<file path="src/uart_ctl_defs.svh">
/*
 * Register offsets, field positions, reset values and fixed levels for the
 * UART trigger, flow-threshold and RS-485 direction control block.
 * Assumes inclusion by bare name from the design file and the bench.
 */
// Contract
// RQ1: Receive trigger level compares against fill level, drives DMA and interrupt requests.
// RQ2: Trigger field 0x00 and 0x01 mean one byte, others literal, 0x80 128.
// RQ3: High flow threshold held, decoded with zero as one byte.
// RQ4: Low flow threshold held, same decoding, governs resume of remote sender.
// RQ5: Programmable levels apply only in 128-byte mode; 32-byte mode uses fixed levels.
// RQ6: Prescaler value in low four bits, reset zero, upper bits reserved.
// RQ7: In multidrop mode count down turn-around value after last bit leaves.
// RQ8: At countdown zero drive direction pin to receive level.
// RQ9: Turn-around counted in bit periods at programmed baud rate.
// RQ10: Polarity bit 5 picks direction levels: clear gives 0 transmit, 1 receive.
// RQ11: Bit 4 decides whether transmitter drives direction pin at all.
// RQ12: Bit 3 selects request-to-send pin when clear, terminal-ready pin when set.
// RQ13: Bit 2 set disables transmitter.
// RQ14: Bit 1 set disables receiver.
// RQ15: Bit 0 set enables multidrop mode, clear means normal UART.
// RQ16: Hard and software reset clear all six registers to zero.
// RQ17: Pause remote sender at high threshold, resume at low threshold.
// RQ18: With bit 4 set, hold transmit level for whole transmission before countdown.
`ifndef UART_CTL_DEFS_SVH
`define UART_CTL_DEFS_SVH

`define OFS_RX_TRIG      12'h000
`define OFS_FLOW_HIGH    12'h004
`define OFS_FLOW_LOW     12'h008
`define OFS_PRESCALE     12'h00c
`define OFS_TURNAROUND   12'h010
`define OFS_ADV_CTRL2    12'h014
`define OFS_STATUS       12'h018
`define OFS_SW_RESET     12'h01c

`define RST_BYTE         8'h00
`define PRESCALE_MASK    8'h0f
`define ADV_CTRL2_MASK   8'h3f
`define ONE_BYTE         8'h01

`define BIT_MULTIDROP    0
`define BIT_RX_OFF       1
`define BIT_TX_OFF       2
`define BIT_PIN_SEL      3
`define BIT_TX_DRIVES    4
`define BIT_POL_INV      5
`define BIT_SW_RESET     0

`define FIX_TRIG_32      8'h08
`define FIX_HIGH_32      8'h18
`define FIX_LOW_32       8'h08

`endif

</file>
<file path="src/uart_ctl_pkg.sv">
/*
 * Types shared by the trigger and RS-485 control block.
 * Assumes the defines header is on the include path.
 */
`default_nettype none

package uart_ctl_pkg;
    typedef struct packed {
        logic       direction_polarity_invert;
        logic       transmitter_drives_direction;
        logic       direction_pin_select;
        logic       transmitter_off;
        logic       receiver_off;
        logic       multidrop_enable;
    } adv_ctrl_t;

    typedef struct packed {
        logic       rx_request;
        logic       pause_remote;
        logic       tx_enable;
        logic       rx_enable;
    } ctl_out_t;
endpackage

`default_nettype wire

</file>
<file path="src/uart_trigger_and_rs485_control.sv">
/*
 * APB register slave holding receive trigger, flow thresholds, prescaler,
 * turn-around delay and second control register, plus the RS-485
 * direction-pin sequencer and flow-control pause logic.
 * Assumes fill level, bit-period tick and transmitter busy/done come from
 * the surrounding UART core, synchronous to clk.
 */
`include "uart_ctl_defs.svh"
`timescale 1ns/1ps
`default_nettype none

module uart_trigger_and_rs485_control
    import uart_ctl_pkg::*;
#(
    parameter int FILL_W = 8
) (
    // Clock and reset
    input  wire logic              clk,
    input  wire logic              rst_n,
    // APB slave
    input  wire logic              psel,
    input  wire logic              penable,
    input  wire logic              pwrite,
    input  wire logic [11:0]       paddr,
    input  wire logic [31:0]       pwdata,
    output logic                   pready,
    output logic [31:0]            prdata,
    output logic                   pslverr,
    // UART core side
    input  wire logic [FILL_W-1:0] rx_fill,
    input  wire logic              fifo_mode_128,
    input  wire logic              bit_tick,
    input  wire logic              tx_busy,
    input  wire logic              tx_last_bit_done,
    // Control outputs
    output ctl_out_t               ctl_out,
    output logic [3:0]             prescale_value,
    // Transceiver direction pins
    output logic                   channel_request_to_send_pins,
    output logic                   channel_terminal_ready_pins
);

    typedef enum logic [1:0] {DIR_RECEIVE, DIR_TRANSMIT, DIR_COUNTDOWN} dir_state_t;

    logic [7:0]  rx_fifo_trigger_level_r;
    logic [7:0]  flow_high_threshold_r;
    logic [7:0]  flow_low_threshold_r;
    logic [7:0]  baud_prescale_r;
    logic [7:0]  turnaround_delay_r;
    logic [7:0]  advanced_control_second_r;
    logic [7:0]  count_r;
    logic        dir_active_r;
    logic        soft_rst_r;
    dir_state_t  state_r;
    adv_ctrl_t   adv;
    logic        wr_en;
    logic        rd_en;
    logic        addr_hit;
    logic [7:0]  trig_eff;
    logic [7:0]  high_eff;
    logic [7:0]  low_eff;
    logic [7:0]  fill8;

    assign adv   = adv_ctrl_t'(advanced_control_second_r[5:0]);
    assign wr_en = psel && penable && pwrite;
    assign rd_en = psel && penable && !pwrite;
    assign fill8 = 8'(rx_fill);

    // Legal register addresses
    always_comb begin
        case (paddr)
            `OFS_RX_TRIG, `OFS_FLOW_HIGH, `OFS_FLOW_LOW, `OFS_PRESCALE,
            `OFS_TURNAROUND, `OFS_ADV_CTRL2, `OFS_STATUS, `OFS_SW_RESET: addr_hit = 1'b1;
            default: addr_hit = 1'b0;
        endcase
    end

    // Zero decodes as one byte
    function automatic logic [7:0] level_decode(input logic [7:0] v);
        level_decode = (v == `RST_BYTE) ? `ONE_BYTE : v; // see RQ2
    endfunction

    // Pick programmable or fixed levels by FIFO mode
    always_comb begin
        if (fifo_mode_128) begin // see RQ5
            trig_eff = level_decode(rx_fifo_trigger_level_r); // see RQ2
            high_eff = level_decode(flow_high_threshold_r); // see RQ3
            low_eff  = level_decode(flow_low_threshold_r); // see RQ4
        end else begin
            trig_eff = `FIX_TRIG_32;
            high_eff = `FIX_HIGH_32;
            low_eff  = `FIX_LOW_32;
        end
    end

    // Software reset strobe, self-clearing
    always_ff @(posedge clk or negedge rst_n) begin
        if (!rst_n) begin
            soft_rst_r <= 1'b0;
        end else begin
            soft_rst_r <= wr_en && addr_hit && (paddr == `OFS_SW_RESET)
                          && pwdata[`BIT_SW_RESET] && !soft_rst_r;
        end
    end

    // Register writes
    always_ff @(posedge clk or negedge rst_n) begin
        if (!rst_n) begin
            rx_fifo_trigger_level_r   <= `RST_BYTE;
            flow_high_threshold_r     <= `RST_BYTE;
            flow_low_threshold_r      <= `RST_BYTE;
            baud_prescale_r           <= `RST_BYTE;
            turnaround_delay_r        <= `RST_BYTE;
            advanced_control_second_r <= `RST_BYTE;
        end else if (soft_rst_r) begin // see RQ16
            rx_fifo_trigger_level_r   <= `RST_BYTE;
            flow_high_threshold_r     <= `RST_BYTE;
            flow_low_threshold_r      <= `RST_BYTE;
            baud_prescale_r           <= `RST_BYTE;
            turnaround_delay_r        <= `RST_BYTE;
            advanced_control_second_r <= `RST_BYTE;
        end else if (wr_en) begin
            case (paddr)
                `OFS_RX_TRIG:    rx_fifo_trigger_level_r <= pwdata[7:0]; // see RQ1
                `OFS_FLOW_HIGH:  flow_high_threshold_r   <= pwdata[7:0]; // see RQ3
                `OFS_FLOW_LOW:   flow_low_threshold_r    <= pwdata[7:0]; // see RQ4
                `OFS_PRESCALE:   baud_prescale_r  <= pwdata[7:0] & `PRESCALE_MASK; // see RQ6
                `OFS_TURNAROUND: turnaround_delay_r      <= pwdata[7:0]; // see RQ7
                `OFS_ADV_CTRL2:  advanced_control_second_r <= pwdata[7:0] & `ADV_CTRL2_MASK;
                default: ;
            endcase
        end
    end

    // APB answer: zero wait states, error on unmapped address
    always_ff @(posedge clk or negedge rst_n) begin
        if (!rst_n) begin
            pready  <= 1'b0;
            pslverr <= 1'b0;
        end else begin
            pready  <= psel && !penable;
            pslverr <= psel && !penable && !addr_hit;
        end
    end

    // Read data registered in setup cycle, valid in access phase
    always_ff @(posedge clk or negedge rst_n) begin
        if (!rst_n) begin
            prdata <= 32'h0000_0000;
        end else if (psel && !penable && !pwrite) begin
            case (paddr)
                `OFS_RX_TRIG:    prdata <= {24'h000000, rx_fifo_trigger_level_r};
                `OFS_FLOW_HIGH:  prdata <= {24'h000000, flow_high_threshold_r};
                `OFS_FLOW_LOW:   prdata <= {24'h000000, flow_low_threshold_r};
                `OFS_PRESCALE:   prdata <= {24'h000000, baud_prescale_r};
                `OFS_TURNAROUND: prdata <= {24'h000000, turnaround_delay_r};
                `OFS_ADV_CTRL2:  prdata <= {24'h000000, advanced_control_second_r};
                `OFS_STATUS:     prdata <= {24'h000000, count_r[3:0], 1'b0,
                                            dir_active_r, ctl_out.pause_remote,
                                            ctl_out.rx_request};
                default:         prdata <= 32'h0000_0000;
            endcase
        end else if (!rd_en) begin
            prdata <= 32'h0000_0000;
        end
    end

    // Receive request, flow pause with hysteresis, enables; one driver for the struct
    always_ff @(posedge clk or negedge rst_n) begin
        if (!rst_n) begin
            ctl_out.rx_request   <= 1'b0;
            ctl_out.pause_remote <= 1'b0;
            ctl_out.tx_enable    <= 1'b1;
            ctl_out.rx_enable    <= 1'b1;
        end else begin
            ctl_out.tx_enable  <= !adv.transmitter_off; // see RQ13
            ctl_out.rx_enable  <= !adv.receiver_off; // see RQ14
            ctl_out.rx_request <= !adv.receiver_off && (fill8 >= trig_eff); // see RQ1
            if (fill8 >= high_eff) begin
                ctl_out.pause_remote <= 1'b1; // see RQ17
            end else if (fill8 <= low_eff) begin
                ctl_out.pause_remote <= 1'b0; // see RQ17
            end
        end
    end

    // Prescale out
    always_ff @(posedge clk or negedge rst_n) begin
        if (!rst_n) begin
            prescale_value    <= 4'h0;
        end else begin
            prescale_value    <= baud_prescale_r[3:0]; // see RQ6
        end
    end

    // Direction sequencer: transmit, countdown in bit periods, receive
    always_ff @(posedge clk or negedge rst_n) begin
        if (!rst_n) begin
            state_r <= DIR_RECEIVE;
            count_r <= `RST_BYTE;
        end else if (!adv.multidrop_enable || soft_rst_r) begin // see RQ15
            state_r <= DIR_RECEIVE;
            count_r <= `RST_BYTE;
        end else begin
            case (state_r)
                DIR_RECEIVE: begin
                    if (tx_busy) begin
                        state_r <= DIR_TRANSMIT; // see RQ18
                    end
                end
                DIR_TRANSMIT: begin
                    if (tx_last_bit_done && !tx_busy) begin
                        state_r <= DIR_COUNTDOWN; // see RQ7
                        count_r <= turnaround_delay_r;
                    end
                end
                DIR_COUNTDOWN: begin
                    if (tx_busy) begin
                        state_r <= DIR_TRANSMIT;
                    end else if (count_r == `RST_BYTE) begin
                        state_r <= DIR_RECEIVE; // see RQ8
                    end else if (bit_tick) begin
                        count_r <= count_r - 8'h01; // see RQ9
                    end
                end
                default: state_r <= DIR_RECEIVE;
            endcase
        end
    end

    // Pin levels from state, polarity and pin select
    always_ff @(posedge clk or negedge rst_n) begin
        if (!rst_n) begin
            dir_active_r                 <= 1'b0;
            channel_request_to_send_pins <= 1'b1;
            channel_terminal_ready_pins  <= 1'b1;
        end else begin
            dir_active_r <= (state_r != DIR_RECEIVE);
            if (adv.multidrop_enable && adv.transmitter_drives_direction) begin // see RQ11
                if (!adv.direction_pin_select) begin // see RQ12
                    channel_request_to_send_pins <= (state_r == DIR_RECEIVE) ^
                                                    adv.direction_polarity_invert; // see RQ10
                    channel_terminal_ready_pins  <= 1'b1;
                end else begin
                    channel_terminal_ready_pins  <= (state_r == DIR_RECEIVE) ^
                                                    adv.direction_polarity_invert; // see RQ10
                    channel_request_to_send_pins <= 1'b1;
                end
            end else begin
                channel_request_to_send_pins <= 1'b1;
                channel_terminal_ready_pins  <= 1'b1;
            end
        end
    end
endmodule

`default_nettype wire

</file>
<file path="config.mk">
export PLATFORM = sky130hd
export DESIGN_NAME = uart_trigger_and_rs485_control
export DESIGN_NICKNAME = d
export VERILOG_FILES = /design/src/uart_ctl_pkg.sv /design/src/uart_trigger_and_rs485_control.sv
export VERILOG_INCLUDE_DIRS = /design/src
export SDC_FILE = /design/constraint.sdc
export NUM_CORES = 1
export LEC_CHECK = 0
export ABC_AREA = 0
export BUFFER_PORTS_ARGS = -buffer_cell sky130_fd_sc_hd__buf_4
export CORE_MARGIN = 2
export CORE_UTILIZATION = 58
export DETAILED_ROUTE_END_ITERATION = 10
export PLACE_DENSITY_LB_ADDON = 0.08
export RECOVER_POWER = 25
export SETUP_SLACK_MARGIN = 0.5
export SYNTH_ARGS = -nofsm -noshare
export SYNTH_HDL_FRONTEND = slang
export SYNTH_SLANG_ARGS = --single-unit
</file>
<file path="constraint.sdc">
create_clock -name clk -period 5.45 [get_ports clk]
set_input_delay 1.09 -clock clk [delete_from_list [all_inputs] [get_ports clk]]
set_output_delay 1.09 -clock clk [all_outputs]
set_load 0.05 [all_outputs]
</file>
# Word-level counts from Yosys, hierarchy flattened
# Memories as Yosys holds them, arrays and structs flattened.
# Cells that the tools add are included.
# classes
add_sub_neg	1
n_lt_le_gt_ge	3
n_eq_ne	16
mux	46
bitwise_logic	1
n_reduce_logical	47
# op_table
cell	n
8-bit two-way mux	29
32-bit two-way mux	2
8-bit one-hot mux with 7 select lines	1
12-bit by 5-bit == test with 1-bit output, second input constant	4
8-bit logical NOT	4
12-bit by 4-bit == test with 1-bit output, second input constant	2
2-bit nonzero test	9
8-bit greater-or-equal comparator	2
8-bit one-hot mux with 2 select lines	1
3-bit != test, second input constant	5
1-bit logical AND	13
12-bit by 3-bit == test with 1-bit output, second input constant	1
12-bit logical NOT	1
2-bit AND reduction	6
2-bit two-way mux	5
8-bit less-or-equal comparator	1
1-bit logical NOT	8
8-bit by 1-bit subtractor with 8-bit output, second input constant	1
7-bit logical NOT	1
1-bit two-way mux	7
2-bit one-hot mux with 3 select lines	1
5-bit AND reduction	1
4-bit != test, second input constant	1
3-bit AND reduction	1
7 further kinds	7
# totals
reg_bits	104
romBits	32
input_bits	61
out_inout_bits	44
word_cells	135
memories	1
# memory_table
memory	words	word_bits	rd	rd_ports_with_merged_regs	write_ports	line	text
(name not given)	32	1	1	0	0	uart_trigger_and_rs485_control.sv:71	case (paddr)

# Depth between registers and ports, before layout
# Gate-level depths: netlist of the first run.
# depth
ltp_word	6
depth_mapped	9
depth_no_buf	9

# Worst setup path before layout of the first run
# No wires, ideal clock.
# synth_path
kind	input port to flip-flop
startpoint	input paddr[7]
endpoint	register rx_fifo_trigger_level_r[0]
setup_time_ns	0.129
t_arrival_ns	3.030
required_time_ns	5.321
slack_ns	2.291
cell_stages	6
n_path_buf	1
path_cell_list	or4_1 > or4_1 > buf_2 > nor4_4 > mux2i_1 > nor2_1
# synth_between
elab_chain_len	3
# synth_rtl
element	line	text
from (decl)	uart_trigger_and_rs485_control.sv:24	input wire logic [11:0] paddr,
12-bit logical NOT	uart_trigger_and_rs485_control.sv:123	case (paddr)
2-bit nonzero test (no line)	-	
2-bit AND reduction (no line)	-	
to (signal assigned)	uart_trigger_and_rs485_control.sv:109	rx_fifo_trigger_level_r <= `RST_BYTE;
to (signal assigned)	uart_trigger_and_rs485_control.sv:116	rx_fifo_trigger_level_r <= `RST_BYTE;
to (signal assigned)	uart_trigger_and_rs485_control.sv:124	`OFS_RX_TRIG: rx_fifo_trigger_level_r <= pwdata[7:0];
to (decl)	uart_trigger_and_rs485_control.sv:45	logic [7:0] rx_fifo_trigger_level_r;
# Every way passes these cells.
# A chain may end at the register's enable or synchronous reset.

# Worst setup path after layout of the first run
# layout_path
startpoint	input paddr[7]
endpoint	register flow_high_threshold_r[3]
# layout_between
elab_chain_len	3
# layout_rtl
element	line	text
12-bit by 3-bit == test with 1-bit output	uart_trigger_and_rs485_control.sv:123	
2-bit nonzero test (no line)	-	
2-bit AND reduction (no line)	-	
to (signal assigned)	uart_trigger_and_rs485_control.sv:110	flow_high_threshold_r <= `RST_BYTE;
to (signal assigned)	uart_trigger_and_rs485_control.sv:117	flow_high_threshold_r <= `RST_BYTE;
to (signal assigned)	uart_trigger_and_rs485_control.sv:125	`OFS_FLOW_HIGH: flow_high_threshold_r <= pwdata[7:0];
to (decl)	uart_trigger_and_rs485_control.sv:46	logic [7:0] flow_high_threshold_r;
# Every way passes these cells.

==> reports/qor.csv, run 1 <==
stage,metric,value,unit
power,switchingPower,0.0003047,W
logic_synthesis,synthTopCellsByCount,"70 x dfrtp_1, 59 x nor2_1, 55 x mux2i_1",
logic_synthesis,yosysSeqAreaShare,42.20,%
sta,fin_setup_tns,0,ns
worst_setup_path,r2r_setup_slack,2.73,ns
logic_synthesis,post-synth-top-count-cell,dfrtp_1,
cts,clkTransAtPathRegs,0.08,ns
sta,holdWs,0.4210,ns
die,die_height,91.11,µm
global_route,grt_usage,26.16,%
worst_setup_path,crit_path_start_kind,input port,
drt,vias,3492,
drt,drt_iter0_markers,264,
sta,period_share,59.71,%
placement,io_buffers,56,
cts,cts_setup_buffers,0,
cts,cts_tree,yes,
global_route,antenna_found_initial,0,
finish,drive_gt1_share,17.21,%
finish,fillers,590,
worst_setup_path,critPathArrivalTime,3.41,ns
worst_setup_path,critical_path_class,in2reg,
worst_setup_path,worstPathRequired,5.61,ns
worst_setup_path,cpPeakStageDelay,0.70,ns
global_route,grt_pass1_vias,3225,
die,die_w,91.11,µm
placement,gp_congestion,0.8517,
power,ir_worst_vdd,0.1566,mV
finish,finish.instance_area,4928,µm²
cts,cts_resized,0,
logic_synthesis,syn-cell-area,4400,µm²
worst_setup_path,reg2reg_from,soft_rst_r$_DFF_PN0_,
sta,relSlewSlack,-27.42,%
drt,wl_per_cell,17.87,µm
logic_synthesis,synthTopCellsByArea,"dfrtp_1 40%, mux2i_1 13%, ha_1 7.4%, nor2_1 5.0%, buf_4 4.3%",
cts,cts_hold_buf,0,
worst_setup_path,worstPathMaxFanout,8,
cts,cts_max_level,3,
die,rows,31,
finish,layout.nets,577,
run_status,violations,"max-capacitance violations, max-slew violations",
sta,skew,0.01259,ns
worst_setup_path,crit_top_cell,or4_1,
global_route,grt_pass1_wl,16.93,mm
die,num_io_pins,105,
drt,drt-pass1-iter-count,5,
cts,clockRootBuffer,clkbuf_8,
power,p_leak,2.402,nW
worst_setup_path,reg2reg_to,count_r[5]$_DFFE_PN0P_,
logic_synthesis,synth_edf_count,0,
finish,antenna_cells,0,
die,initial_core_util,60.35,%
worst_setup_path,worst-path-buf-inv,1,
power,sw_frac_of_total,28.13,%
sta,worst_pin_slew,1.911,ns
die,dieArea,8300,µm²
sta,layout_min_cycle_time,3.254,ns
sta,rsz0062_at_grt,no,
logic_synthesis,netlist.area_leader.share,39.81,%
worst_setup_path,cp-startpoint,paddr[7],
logic_synthesis,synth_seq_cells,74,
power,power_frac_comb,12.6,%
sta,max_freq,307.3,MHz
cts,insertion_delay,0.35,ns
logic_synthesis,syn_inst,441,
worst_hold_path,hp-class,reg2reg,
logic_synthesis,async_flop_share,100.0,%
drt,ant_nets,0,
finish,syn2layout_area_growth,12.00,%
worst_setup_path,crit_path_top_delay_cell,or4_1,
worst_setup_path,cp.depth,6,
logic_synthesis,yosysWarningCount,0,
power,p_int,0.0007784,W
die,coreArea,7292,µm²
placement,placed_area,4753,µm²
worst_setup_path,cp_top_family,simple AND/OR/NAND/NOR gates,
run_status,status,"complete, but fails checks",
worst_setup_path,crit_end,flow_high_threshold_r[3]$_DFFE_PN0P_,
worst_setup_path,worst_setup_path_end_kind,flip-flop,
worst_setup_path,r2r.worst_path.cells,4,
cts,clockBufferDepth,2,
logic_synthesis,synth_ff_type,dfrtp_1,
sta,slew_violations,45,
drt,viasPerCell,5.889,
cts,cts_buffers,9,
power,power_per_cell_area,219.7,nW/µm²
logic_synthesis,yosysUniqueCellTypes,50,
drt,drc,0,
logic_synthesis,yosysTopAreaCell,dfrtp_1,
global_route,grt_max_degree,75,
placement,dp_hpwl,7.636,mm
worst_setup_path,cp_cell_sequence,buf_4 > or4_1 > or4_1 > nor3_4 > mux2i_1 > nor2_1,
logic_synthesis,avgSynthCellArea,9.978,µm²
sta,finalSetupViolations,0,
global_route,grt-ovfl-total,0,
sta,hold_violations,0,
power,seqPwrFrac,51.0,%
flow_run,cap_violations,1,
drt,wirelength,10.60,mm
power,clkPwrFrac,36.4,%
cts,clock-sinks,74,
## sequential cells by signal, indices dropped and copies added (netlist names)
register / flops
flow_high_threshold_r: 8
pready: 1
advanced_control_second_r: 6
flow_low_threshold_r: 8
channel_terminal_ready_pins: 1
turnaround_delay_r: 8
rx_fifo_trigger_level_r: 8
channel_request_to_send_pins: 1
pslverr: 1
baud_prescale_r: 4
prescale_value: 4
ctl_out: 4
soft_rst_r: 1
prdata: 8
dir_active_r: 1
count_r: 8
state_r: 2
## worst min path at each step
| stage | from | endpoint | slack (ns) | cells past startpoint |
|---|---|---|---|---|
| after global routing | baud_prescale_r[3]$_DFFE_PN0P_ | prescale_value[3]$_DFF_PN0_ | 0.44 | 0 |
| after detailed placement | baud_prescale_r[1]$_DFFE_PN0P_ | prescale_value[1]$_DFF_PN0_ | 0.40 | 0 |
| after global placement | baud_prescale_r[1]$_DFFE_PN0P_ | prescale_value[1]$_DFF_PN0_ | 0.40 | 0 |
| final | baud_prescale_r[1]$_DFFE_PN0P_ | prescale_value[1]$_DFF_PN0_ | 0.42 | 0 |
| after floorplan | baud_prescale_r[1]$_DFFE_PN0P_ | prescale_value[1]$_DFF_PN0_ | 0.37 | 0 |
| after CTS | baud_prescale_r[1]$_DFFE_PN0P_ | prescale_value[1]$_DFF_PN0_ | 0.42 | 0 |
## worst reg2reg max path, cell delays in order (launching register included)
cell      delay (ns)
dfrtp_1         0.33
clkbuf_1        1.35
nor2b_1         0.52
o211ai_1        0.25
o31ai_1         0.11
## metal layers
layer,vias to the layer above,GRT usage [%],part of all wire (%)
li1,1632,-,-
met1,1703,38.81,44
met2,144,39.57,48
met3,13,3.237,6.1
met4,0,9.470,1.7
met5,-,0,0
## power groups by stage
stage	Clock [W]	Sequential (W)	Combinational, W
3_3_place_gp	0	0.000563	0.000133
6_report	0.000394	0.000553	0.000136
3_5_place_dp	0	0.000563	0.000136
5_1_grt	0.000419	0.000553	0.000148
4_1_cts	0.000397	0.000553	0.000136
2_1_floorplan	0	0.000570	0.0000918
## kinds of logic (layout without fill, tap and decap cells)
group                    count (synthesis)  count (layout)  share of synthesized area [%]
AO/OA/AOI/OAI                           78              78                          11.66
adder cells (fa/ha/maj)                 26              26                          7.393
buffers and inverters                   50              80                          7.165
other                                    1              24                        0.08522
XOR/XNOR                                 1               1                         0.1991
multiplexers                            59              59                          14.05
AND/OR/NAND/NOR                        152             152                          17.26
flip-flops                              74              74                          42.20
## per-stage QoR
stage / setup WS, ns / utilization [%] / power [W] / std cells
2_1_floorplan: 2.291 / - / 0.0006615 / 464
3_3_place_gp: 1.952 / 65.19 / 0.0006964 / 578
3_5_place_dp: 1.892 / 65.19 / 0.0006994 / 578
4_1_cts: 2.258 / 67.64 / 0.001086 / 593
5_1_grt: 2.073 / 67.59 / 0.001119 / 593
6_report: 2.196 / 67.59 / 0.001083 / 593
## layout make-up
type | count | area (µm²) | area share (%)
inverters | 8 | 30.03 | 0.6093
clock buffers | 11 | 151.4 | 3.072
well taps | 99 | 123.9 | 2.513
flip-flops and latches | 74 | 1857 | 37.67
clock inverters | 4 | 27.53 | 0.5585
repair buffers | 57 | 424.2 | 8.606
multi-input cells | 340 | 2315 | 46.97
## cell usage in the layout (no fill, tap or decap), types with 3 or more instances in the layout
cell type	n
nand4_1	4
nand2b_1	10
nand3_1	5
o22ai_1	7
o21ai_0	8
clkbuf_8	11
buf_4	55
nand2_1	33
a211oi_1	4
o211ai_1	7
mux2i_1	55
clkinvlp_4	3
conb_1	24
o31ai_1	5
nor3b_1	3
a21oi_1	20
o221ai_1	3
a21o_1	8
dfrtp_1	70
inv_1	8
ha_1	26
nor2_1	59
or4_1	6
nor4_1	7
a31oi_1	6
nor2b_1	8
dfstp_2	4
nor3_1	5
No activity file was read; power rests on OpenSTA's default activity.
==> run 2: changes to the inputs <==
--- a/config.mk
+++ b/config.mk
@@ -9,7 +9,7 @@
 export ABC_AREA = 0
 export BUFFER_PORTS_ARGS = -buffer_cell sky130_fd_sc_hd__buf_4
 export CORE_MARGIN = 2
-export CORE_UTILIZATION = 58
+export CORE_UTILIZATION = 49
 export DETAILED_ROUTE_END_ITERATION = 10
 export PLACE_DENSITY_LB_ADDON = 0.08
 export RECOVER_POWER = 25
==> constraint.sdc (replaced) <==
create_clock -name clk -period 2.85 [get_ports clk]
set_input_delay 0.57 -clock clk [delete_from_list [all_inputs] [get_ports clk]]
set_output_delay 0.57 -clock clk [all_outputs]
set_load 0.05 [all_outputs]
==> run 2 against run 1 <==
Compared with the run above: the flow still finishes with violations (max-capacitance violations, max-slew violations); sequential share of layout area is 1.1 points lower; non-clock buffer count rose by 11; worst hold slack worse by 0.019 ns; total power is 98% higher; clock-buffer cell count did not move; first-iteration DRC count is 39% lower; highest routed layer unchanged; clock power up 110%; core utilization is 9.4 points lower; setup slack worse by 1.6 ns; flip-flop and latch count is the same; largest power group unchanged; via count down 0.49%; clock skew down 0.0065 ns.
==> reports/qor.csv, run 2 (synthesis results as in run 1) <==
stage,metric,value,unit
run_status,status,"complete, but fails checks",
run_status,violations,"max-capacitance violations, max-slew violations",
worst_setup_path,r2r_setup_slack,0.56,ns
cts,clockBufferDepth,2,
sta,hold_violations,0,
sta,worst_pin_slew,1.841,ns
power,total_power,0.002149,W
global_route,grt_usage,23.39,%
cts,clockRootBuffer,clkbuf_8,
placement,io_buffers,56,
finish,mostFrequentLayoutCell,dfrtp_1,
finish,layout.nets,588,
drt,viasPerCell,5.660,
sta,relSlewSlack,-22.70,%
cts,cts_tree,yes,
finish,final_cell_mix,"70 x dfrtp_1, 64 x buf_4, 59 x nor2_1",
worst_setup_path,crit_path_start_kind,flip-flop,
global_route,antenna_found_initial,0,
drt,wirelength,10.93,mm
sta,slew_violations,75,
worst_setup_path,crit_end,ctl_out[3]$_DFF_PN0_,
worst_setup_path,cp-startpoint,rx_fifo_trigger_level_r[2]$_DFFE_PN0P_,
sta,rsz0062_at_grt,yes,
die,die_w,98.77,µm
worst_setup_path,reg2reg_from,rx_fifo_trigger_level_r[2]$_DFFE_PN0P_,
die,dieArea,9755,µm²
cts,cts_max_level,3,
drt,wl_per_cell,17.80,µm
cts,cts_buffers,9,
worst_setup_path,critPathArrivalTime,2.52,ns
worst_setup_path,r2r.worst_path.cells,9,
sta,layout_min_cycle_time,2.294,ns
placement,gp_congestion,0.8891,
finish,drive_gt1_share,19.57,%
die,coreArea,8721,µm²
global_route,grt_max_degree,75,
global_route,grt_pass1_wl,17.82,mm
finish,syn2layout_area_growth,15.33,%
drt,vias,3475,
sta,period_share,80.48,%
die,rows,34,
die,initial_core_util,50.46,%
cts,cts_hold_buf,0,
flow_run,cap_violations,1,
worst_setup_path,reg2reg_to,ctl_out[3]$_DFF_PN0_,
sta,skew,0.006101,ns
die,num_io_pins,105,
worst_setup_path,worstPathRequired,3.08,ns
worst_setup_path,critical_path_class,reg2reg,
die,die_height,98.77,µm
drt,drt_iter0_markers,160,
power,power_per_cell_area,423.4,nW/µm²
cts,clkTransAtPathRegs,0.08,ns
global_route,grt-ovfl-total,0,
drt,drc,0,
power,p_leak,2.485,nW
power,ir_worst_vdd,0.2741,mV
worst_setup_path,worstPathMaxFanout,4,
placement,dp_hpwl,7.900,mm
worst_setup_path,worst_setup_path_end_kind,flip-flop,
worst_hold_path,hp-class,in2reg,
finish,antenna_cells,0,
cts,clock-sinks,74,
sta,max_freq,436.0,MHz
drt,ant_nets,0,
sta,fin_setup_tns,0,ns
drt,drt-pass1-iter-count,4,
global_route,grt_pass1_vias,3358,
sta,finalSetupViolations,0,
cts,insertion_delay,0.35,ns
## run 2: changes by cell type in the layout (fill, tap and decap cells not counted)
cell | before | now
nor4_1 | 7 | 6
clkbuf_4 | 1 | 0
buf_4 | 55 | 64
nor4_2 | 0 | 1
buf_12 | 0 | 2
clkinvlp_4 | 3 | 0
or4_4 | 0 | 2
clkinv_2 | 1 | 3
clkbuf_1 | 1 | 2
or4_1 | 6 | 4
clkinv_4 | 0 | 1
clkbuf_2 | 0 | 1
clkbuf_8 | 11 | 10
bufinv_16 | 0 | 1
## run 2: layer usage
| metal | wire length (µm) | share of wire, % | GRT usage, % | up-vias |
|---|---|---|---|---|
| li1 | - | - | - | 1661 |
| met1 | 5245 | 48 | 34.15 | 1693 |
| met2 | 4888 | 45 | 35.40 | 106 |
| met3 | 572 | 5.2 | 4.894 | 15 |
| met4 | 223 | 2.0 | 6.744 | 0 |
| met5 | 0 | 0 | 0 | - |
## run 2: layout make-up
| class | instances | area [µm²] |
|---|---|---|
| fill | 780 | 3646 |
| multi-input combinational | 340 | 2328 |
| sequential | 74 | 1857 |
| timing repair buffer | 68 | 529.3 |
| clock buffer | 11 | 141.4 |
| tap | 108 | 135.1 |
| clock inverter | 5 | 53.80 |
| inverter | 8 | 30.03 |
## run 2: worst min-delay path by stage
stage	from	depth (start not counted)	slack [ns]	endpoint
floorplan	rst_n	0	0.27	advanced_control_second_r[0]$_DFFE_PN0P_
global placement	baud_prescale_r[0]$_DFFE_PN0P_	0	0.40	prescale_value[0]$_DFF_PN0_
detailed placement	baud_prescale_r[2]$_DFFE_PN0P_	0	0.42	prescale_value[2]$_DFF_PN0_
CTS	tx_busy	2	0.39	state_r[1]$_DFFE_PN0P_
global route	tx_busy	2	0.39	state_r[1]$_DFFE_PN0P_
finish	tx_busy	2	0.40	state_r[1]$_DFFE_PN0P_
## run 2: timing repair
item                       in CTS  in global routing
setup endpoints to repair       0                  1
buffers inserted                0                  2
resized for setup               0                  1
## run 2: worst max-delay path, stage by stage (launching register included)
cell,delay [ns]
dfrtp_1,0.43
or4_1,0.53
nor4_2,0.14
o21a_1,0.15
ha_1,0.22
nand2b_1,0.15
a21o_1,0.17
a21o_1,0.17
a21oi_1,0.13
o22ai_1,0.09
## run 2: power by group
group	switching (W)	internal, W	total [W]
logic	0.000182	0.0000772	0.000260
registers	0.00000308	0.00105	0.00106
clock network	0.000406	0.000426	0.000832
## run 2: metrics by stage
stage                     hold slack [ns]  instances  instance area [µm²]  setup slack [ns]  util, %
after floorplan                    0.2744        464                 4501            0.2460        -
after global placement             0.3960        596                 4865            0.2485    55.78
after detailed placement           0.4163        596                 4865            0.2114    55.78
after CTS                          0.3931        612                 5060            0.5096    58.02
after global routing               0.3901        614                 5075            0.4318    58.19
final                              0.4023        614                 5075            0.5564    58.19
==> run 3: changes to the inputs <==
--- a/config.mk
+++ b/config.mk
@@ -6,7 +6,7 @@
 export SDC_FILE = /design/constraint.sdc
 export NUM_CORES = 1
 export LEC_CHECK = 0
-export ABC_AREA = 0
+export ABC_AREA = 1
 export BUFFER_PORTS_ARGS = -buffer_cell sky130_fd_sc_hd__buf_4
 export CORE_MARGIN = 2
 export CORE_UTILIZATION = 49
==> constraint.sdc (replaced) <==
create_clock -name clk -period 1.9 [get_ports clk]
set_input_delay 0.38 -clock clk [delete_from_list [all_inputs] [get_ports clk]]
set_output_delay 0.38 -clock clk [all_outputs]
set_load 0.05 [all_outputs]
==> run 3 against run 2 <==
Compared with the run above: the flow now finishes without violations; combinational power grew to 5.0 times the previous value; clock power grew 68%; worst hold slack lost 0.18 ns; design area grew 14%; routed wire length grew 7.9%.
==> reports/qor.csv, run 3 <==
stage,metric,value,unit
run_status,status,finished clean,
power,p_leak,2.877,nW
sta,hold_violations,0,
finish,mostFrequentLayoutCell,nand2_1,
logic_synthesis,synthTopCellsByCount,"155 x nand2_1, 74 x nand3_1, 70 x dfrtp_1",
placement,io_buffers,56,
die,initial_core_util,50.14,%
global_route,grt_pass1_wl,19.13,mm
drt,top_layer,met4,
worst_setup_path,cpPeakStageDelay,0.41,ns
drt,drt_iter0_markers,272,
sta,worst_pin_slew,0.9205,ns
worst_setup_path,reg2reg_from,flow_high_threshold_r[6]$_DFFE_PN0P_,
logic_synthesis,synth_seq_cells,74,
die,coreArea,9196,µm²
finish,final_cell_mix,"143 x nand2_1, 70 x dfrtp_1, 70 x buf_4",
drt,drt-pass1-iter-count,4,
worst_setup_path,crit_path_top_delay_cell,dfrtp_1,
worst_setup_path,worstPathRequired,2.14,ns
power,power_per_cell_area,763.5,nW/µm²
worst_setup_path,cp-startpoint,flow_high_threshold_r[6]$_DFFE_PN0P_,
worst_setup_path,worst_setup_path_end_kind,flip-flop,
finish,multi_input_area,2609,µm²
cts,clock-sinks,74,
worst_setup_path,r2r.worst_path.cells,10,
finish,fillers,824,
placement,dpl_worst_slack,0.07767,ns
sta,finalSetupViolations,0,
sta,postLayoutSetupSlackWorst,0.2694,ns
worst_setup_path,cp_cell_sequence,nor4_2 > a21oi_1 > nor2_1 > ha_1 > inv_1 > a21oi_1 > o21ai_0 > nand2_1 > nand3_1 > o21bai_1,
placement,dp_hpwl,8.773,mm
power,power_frac_comb,29.6,%
power,p_int,0.002909,W
power,clkPwrFrac,31.7,%
logic_synthesis,syn-cell-area,4611,µm²
drt,wl_met3,588,µm
die,rows,35,
logic_synthesis,async_flop_share,100.0,%
drt,vias,4188,
logic_synthesis,yosysUniqueCellTypes,33,
cts,cts_tree,yes,
die,num_io_pins,105,
sta,max_freq,613.3,MHz
logic_synthesis,synth_edf_count,0,
logic_synthesis,yosysWarningCount,0,
sta,fin_setup_tns,0,ns
finish,antenna_cells,0,
logic_synthesis,netlist.area_leader.share,37.99,%
cts,insertion_delay,0.35,ns
finish,syn2layout_area_growth,25.05,%
global_route,grt_usage,24.32,%
sta,slew_violations,0,
drt,met1_length,5.087,mm
power,total_power,0.004402,W
global_route,grt_max_degree,40,
power,sw_frac_of_total,33.92,%
cts,clockBufferDepth,2,
worst_hold_path,hp-class,in2reg,
worst_setup_path,crit_top_cell,a21oi_1,
power,seqPwrFrac,38.7,%
logic_synthesis,synth_ff_type,dfrtp_1,
cts,cts_max_level,3,
cts,clkTransAtPathRegs,0.08,ns
logic_synthesis,post-synth-top-count-cell,nand2_1,
drt,wirelength,11.79,mm
sta,skew,0.004500,ns
cts,cts_buffers,9,
drt,ant_nets,0,
sta,relSlewSlack,38.64,%
power,ir_worst_vdd,0.4441,mV
die,die_w,101,µm
drt,wl_met2,5.862,mm
logic_synthesis,avgSynthCellArea,7.596,µm²
finish,regArea,1857,µm²
drt,drc,0,
global_route,grt-ovfl-total,0,
sta,period_share,85.82,%
logic_synthesis,yosysTopAreaCell,dfrtp_1,
logic_synthesis,yosysSeqAreaShare,40.27,%
global_route,antenna_found_initial,0,
placement,gp_congestion,0.8744,
sta,layout_min_cycle_time,1.631,ns
finish,layout.nets,773,
cts,clockRootBuffer,clkbuf_8,
die,die_height,101,µm
sta,rsz0062_at_grt,yes,
worst_setup_path,crit_end,ctl_out[2]$_DFFE_PN0P_,
worst_setup_path,worstPathMaxFanout,2,
worst_setup_path,crit_path_start_kind,flip-flop,
worst_hold_path,hp-start,penable,
finish,drive_gt1_share,26.19,%
flow_run,cap_violations,0,
logic_synthesis,syn_inst,607,
worst_setup_path,critical_path_class,reg2reg,
global_route,grt_pass1_vias,3888,
die,dieArea,10200,µm²
worst_setup_path,critPathArrivalTime,1.87,ns
worst_setup_path,reg2reg_to,ctl_out[2]$_DFFE_PN0P_,
logic_synthesis,synthTopCellsByArea,"dfrtp_1 38%, nand2_1 13%, nand3_1 8.0%, ha_1 7.1%, inv_1 4.5%",
drt,viasPerCell,5.222,
drt,wl_per_cell,14.71,µm
worst_setup_path,r2r_setup_slack,0.27,ns
power,switchingPower,0.001493,W
==> run 3: critical path: cells and delay by family, from the launching register on <==
kind	cells	cell delay, ns
and+or+nand+nor	4	0.50
AOI/OAI and AO/OA	4	0.44
DFF	1	0.41
adders and majority gates	1	0.15
buffers and inverters	1	0.03
==> run 3: per-stage QoR <==
step	hold slack (ns)	utilization [%]	std cells	instance area, µm²
after floorplan	0.08441	-	630	4832
after global placement	0.3682	56.16	767	5165
after detailed placement	0.3680	56.16	767	5165
after CTS	0.2066	60.65	794	5578
after global routing	0.2126	62.69	802	5766
final	0.2174	62.69	802	5766
==> run 3: how the worst min path moves through the flow <==
| stage | endpoint | slack (ns) | cells past startpoint |
|---|---|---|---|
| after CTS | pready$_DFF_PN0_ | 0.21 | 2 |
| final | pready$_DFF_PN0_ | 0.22 | 2 |
| after global placement | count_r[7]$_DFFE_PN0P_ | 0.37 | 1 |
| after floorplan | advanced_control_second_r[0]$_DFFE_PN0P_ | 0.08 | 0 |
| after detailed placement | count_r[7]$_DFFE_PN0P_ | 0.37 | 1 |
| after global routing | pready$_DFF_PN0_ | 0.21 | 2 |
==> run 3: area by class of cell <==
| class | count | share of cell area [%] |
|---|---|---|
| Clock buffer | 10 | 2.387 |
| Clock inverter | 6 | 1.541 |
| Inverter | 57 | 3.798 |
| Multi-Input combinational cell | 459 | 45.25 |
| Sequential cell | 74 | 32.20 |
| Tap cell | 111 | 2.409 |
| Timing Repair Buffer | 85 | 12.41 |
==> run 3: power by group through the flow <==
stage               Sequential, W  Clock (W)  Combinational, W
floorplan                 0.00174          0          0.000744
global placement          0.00174          0          0.000981
detailed placement        0.00174          0           0.00101
CTS                       0.00170    0.00142           0.00112
global route              0.00171    0.00150           0.00144
finish                    0.00170    0.00140           0.00130
==> run 3: kinds of logic after synthesis <==
| group | Yosys count | share of synthesized area [%] |
|---|---|---|
| AO/OA/AOI/OAI | 83 | 10.15 |
| XOR/XNOR | 4 | 0.7600 |
| flip-flops | 74 | 40.27 |
| other | 1 | 0.08133 |
| AND/OR/NAND/NOR | 322 | 31.29 |
| buffers and inverters | 97 | 10.39 |
| adder cells (fa/ha/maj) | 26 | 7.056 |
==> run 3: timing repair <==
| item | in CTS | in global routing |
|---|---|---|
| setup buffers | 10 | 7 |
| gates resized for setup | 32 | 42 |
| hold buffers | 1 | 0 |
| pin swaps | 10 | 14 |
| endpoints found under the setup margin | 39 | 52 |
| cloned | 0 | 1 |
| endpoints found under the hold margin | 31 | 0 |
==> run 3: per-layer routing <==
metal,vias to the layer above,global-route usage [%]
met5,-,0
met4,0,6.965
met3,17,6.657
met2,114,39.69
met1,1956,31.81
li1,2101,-
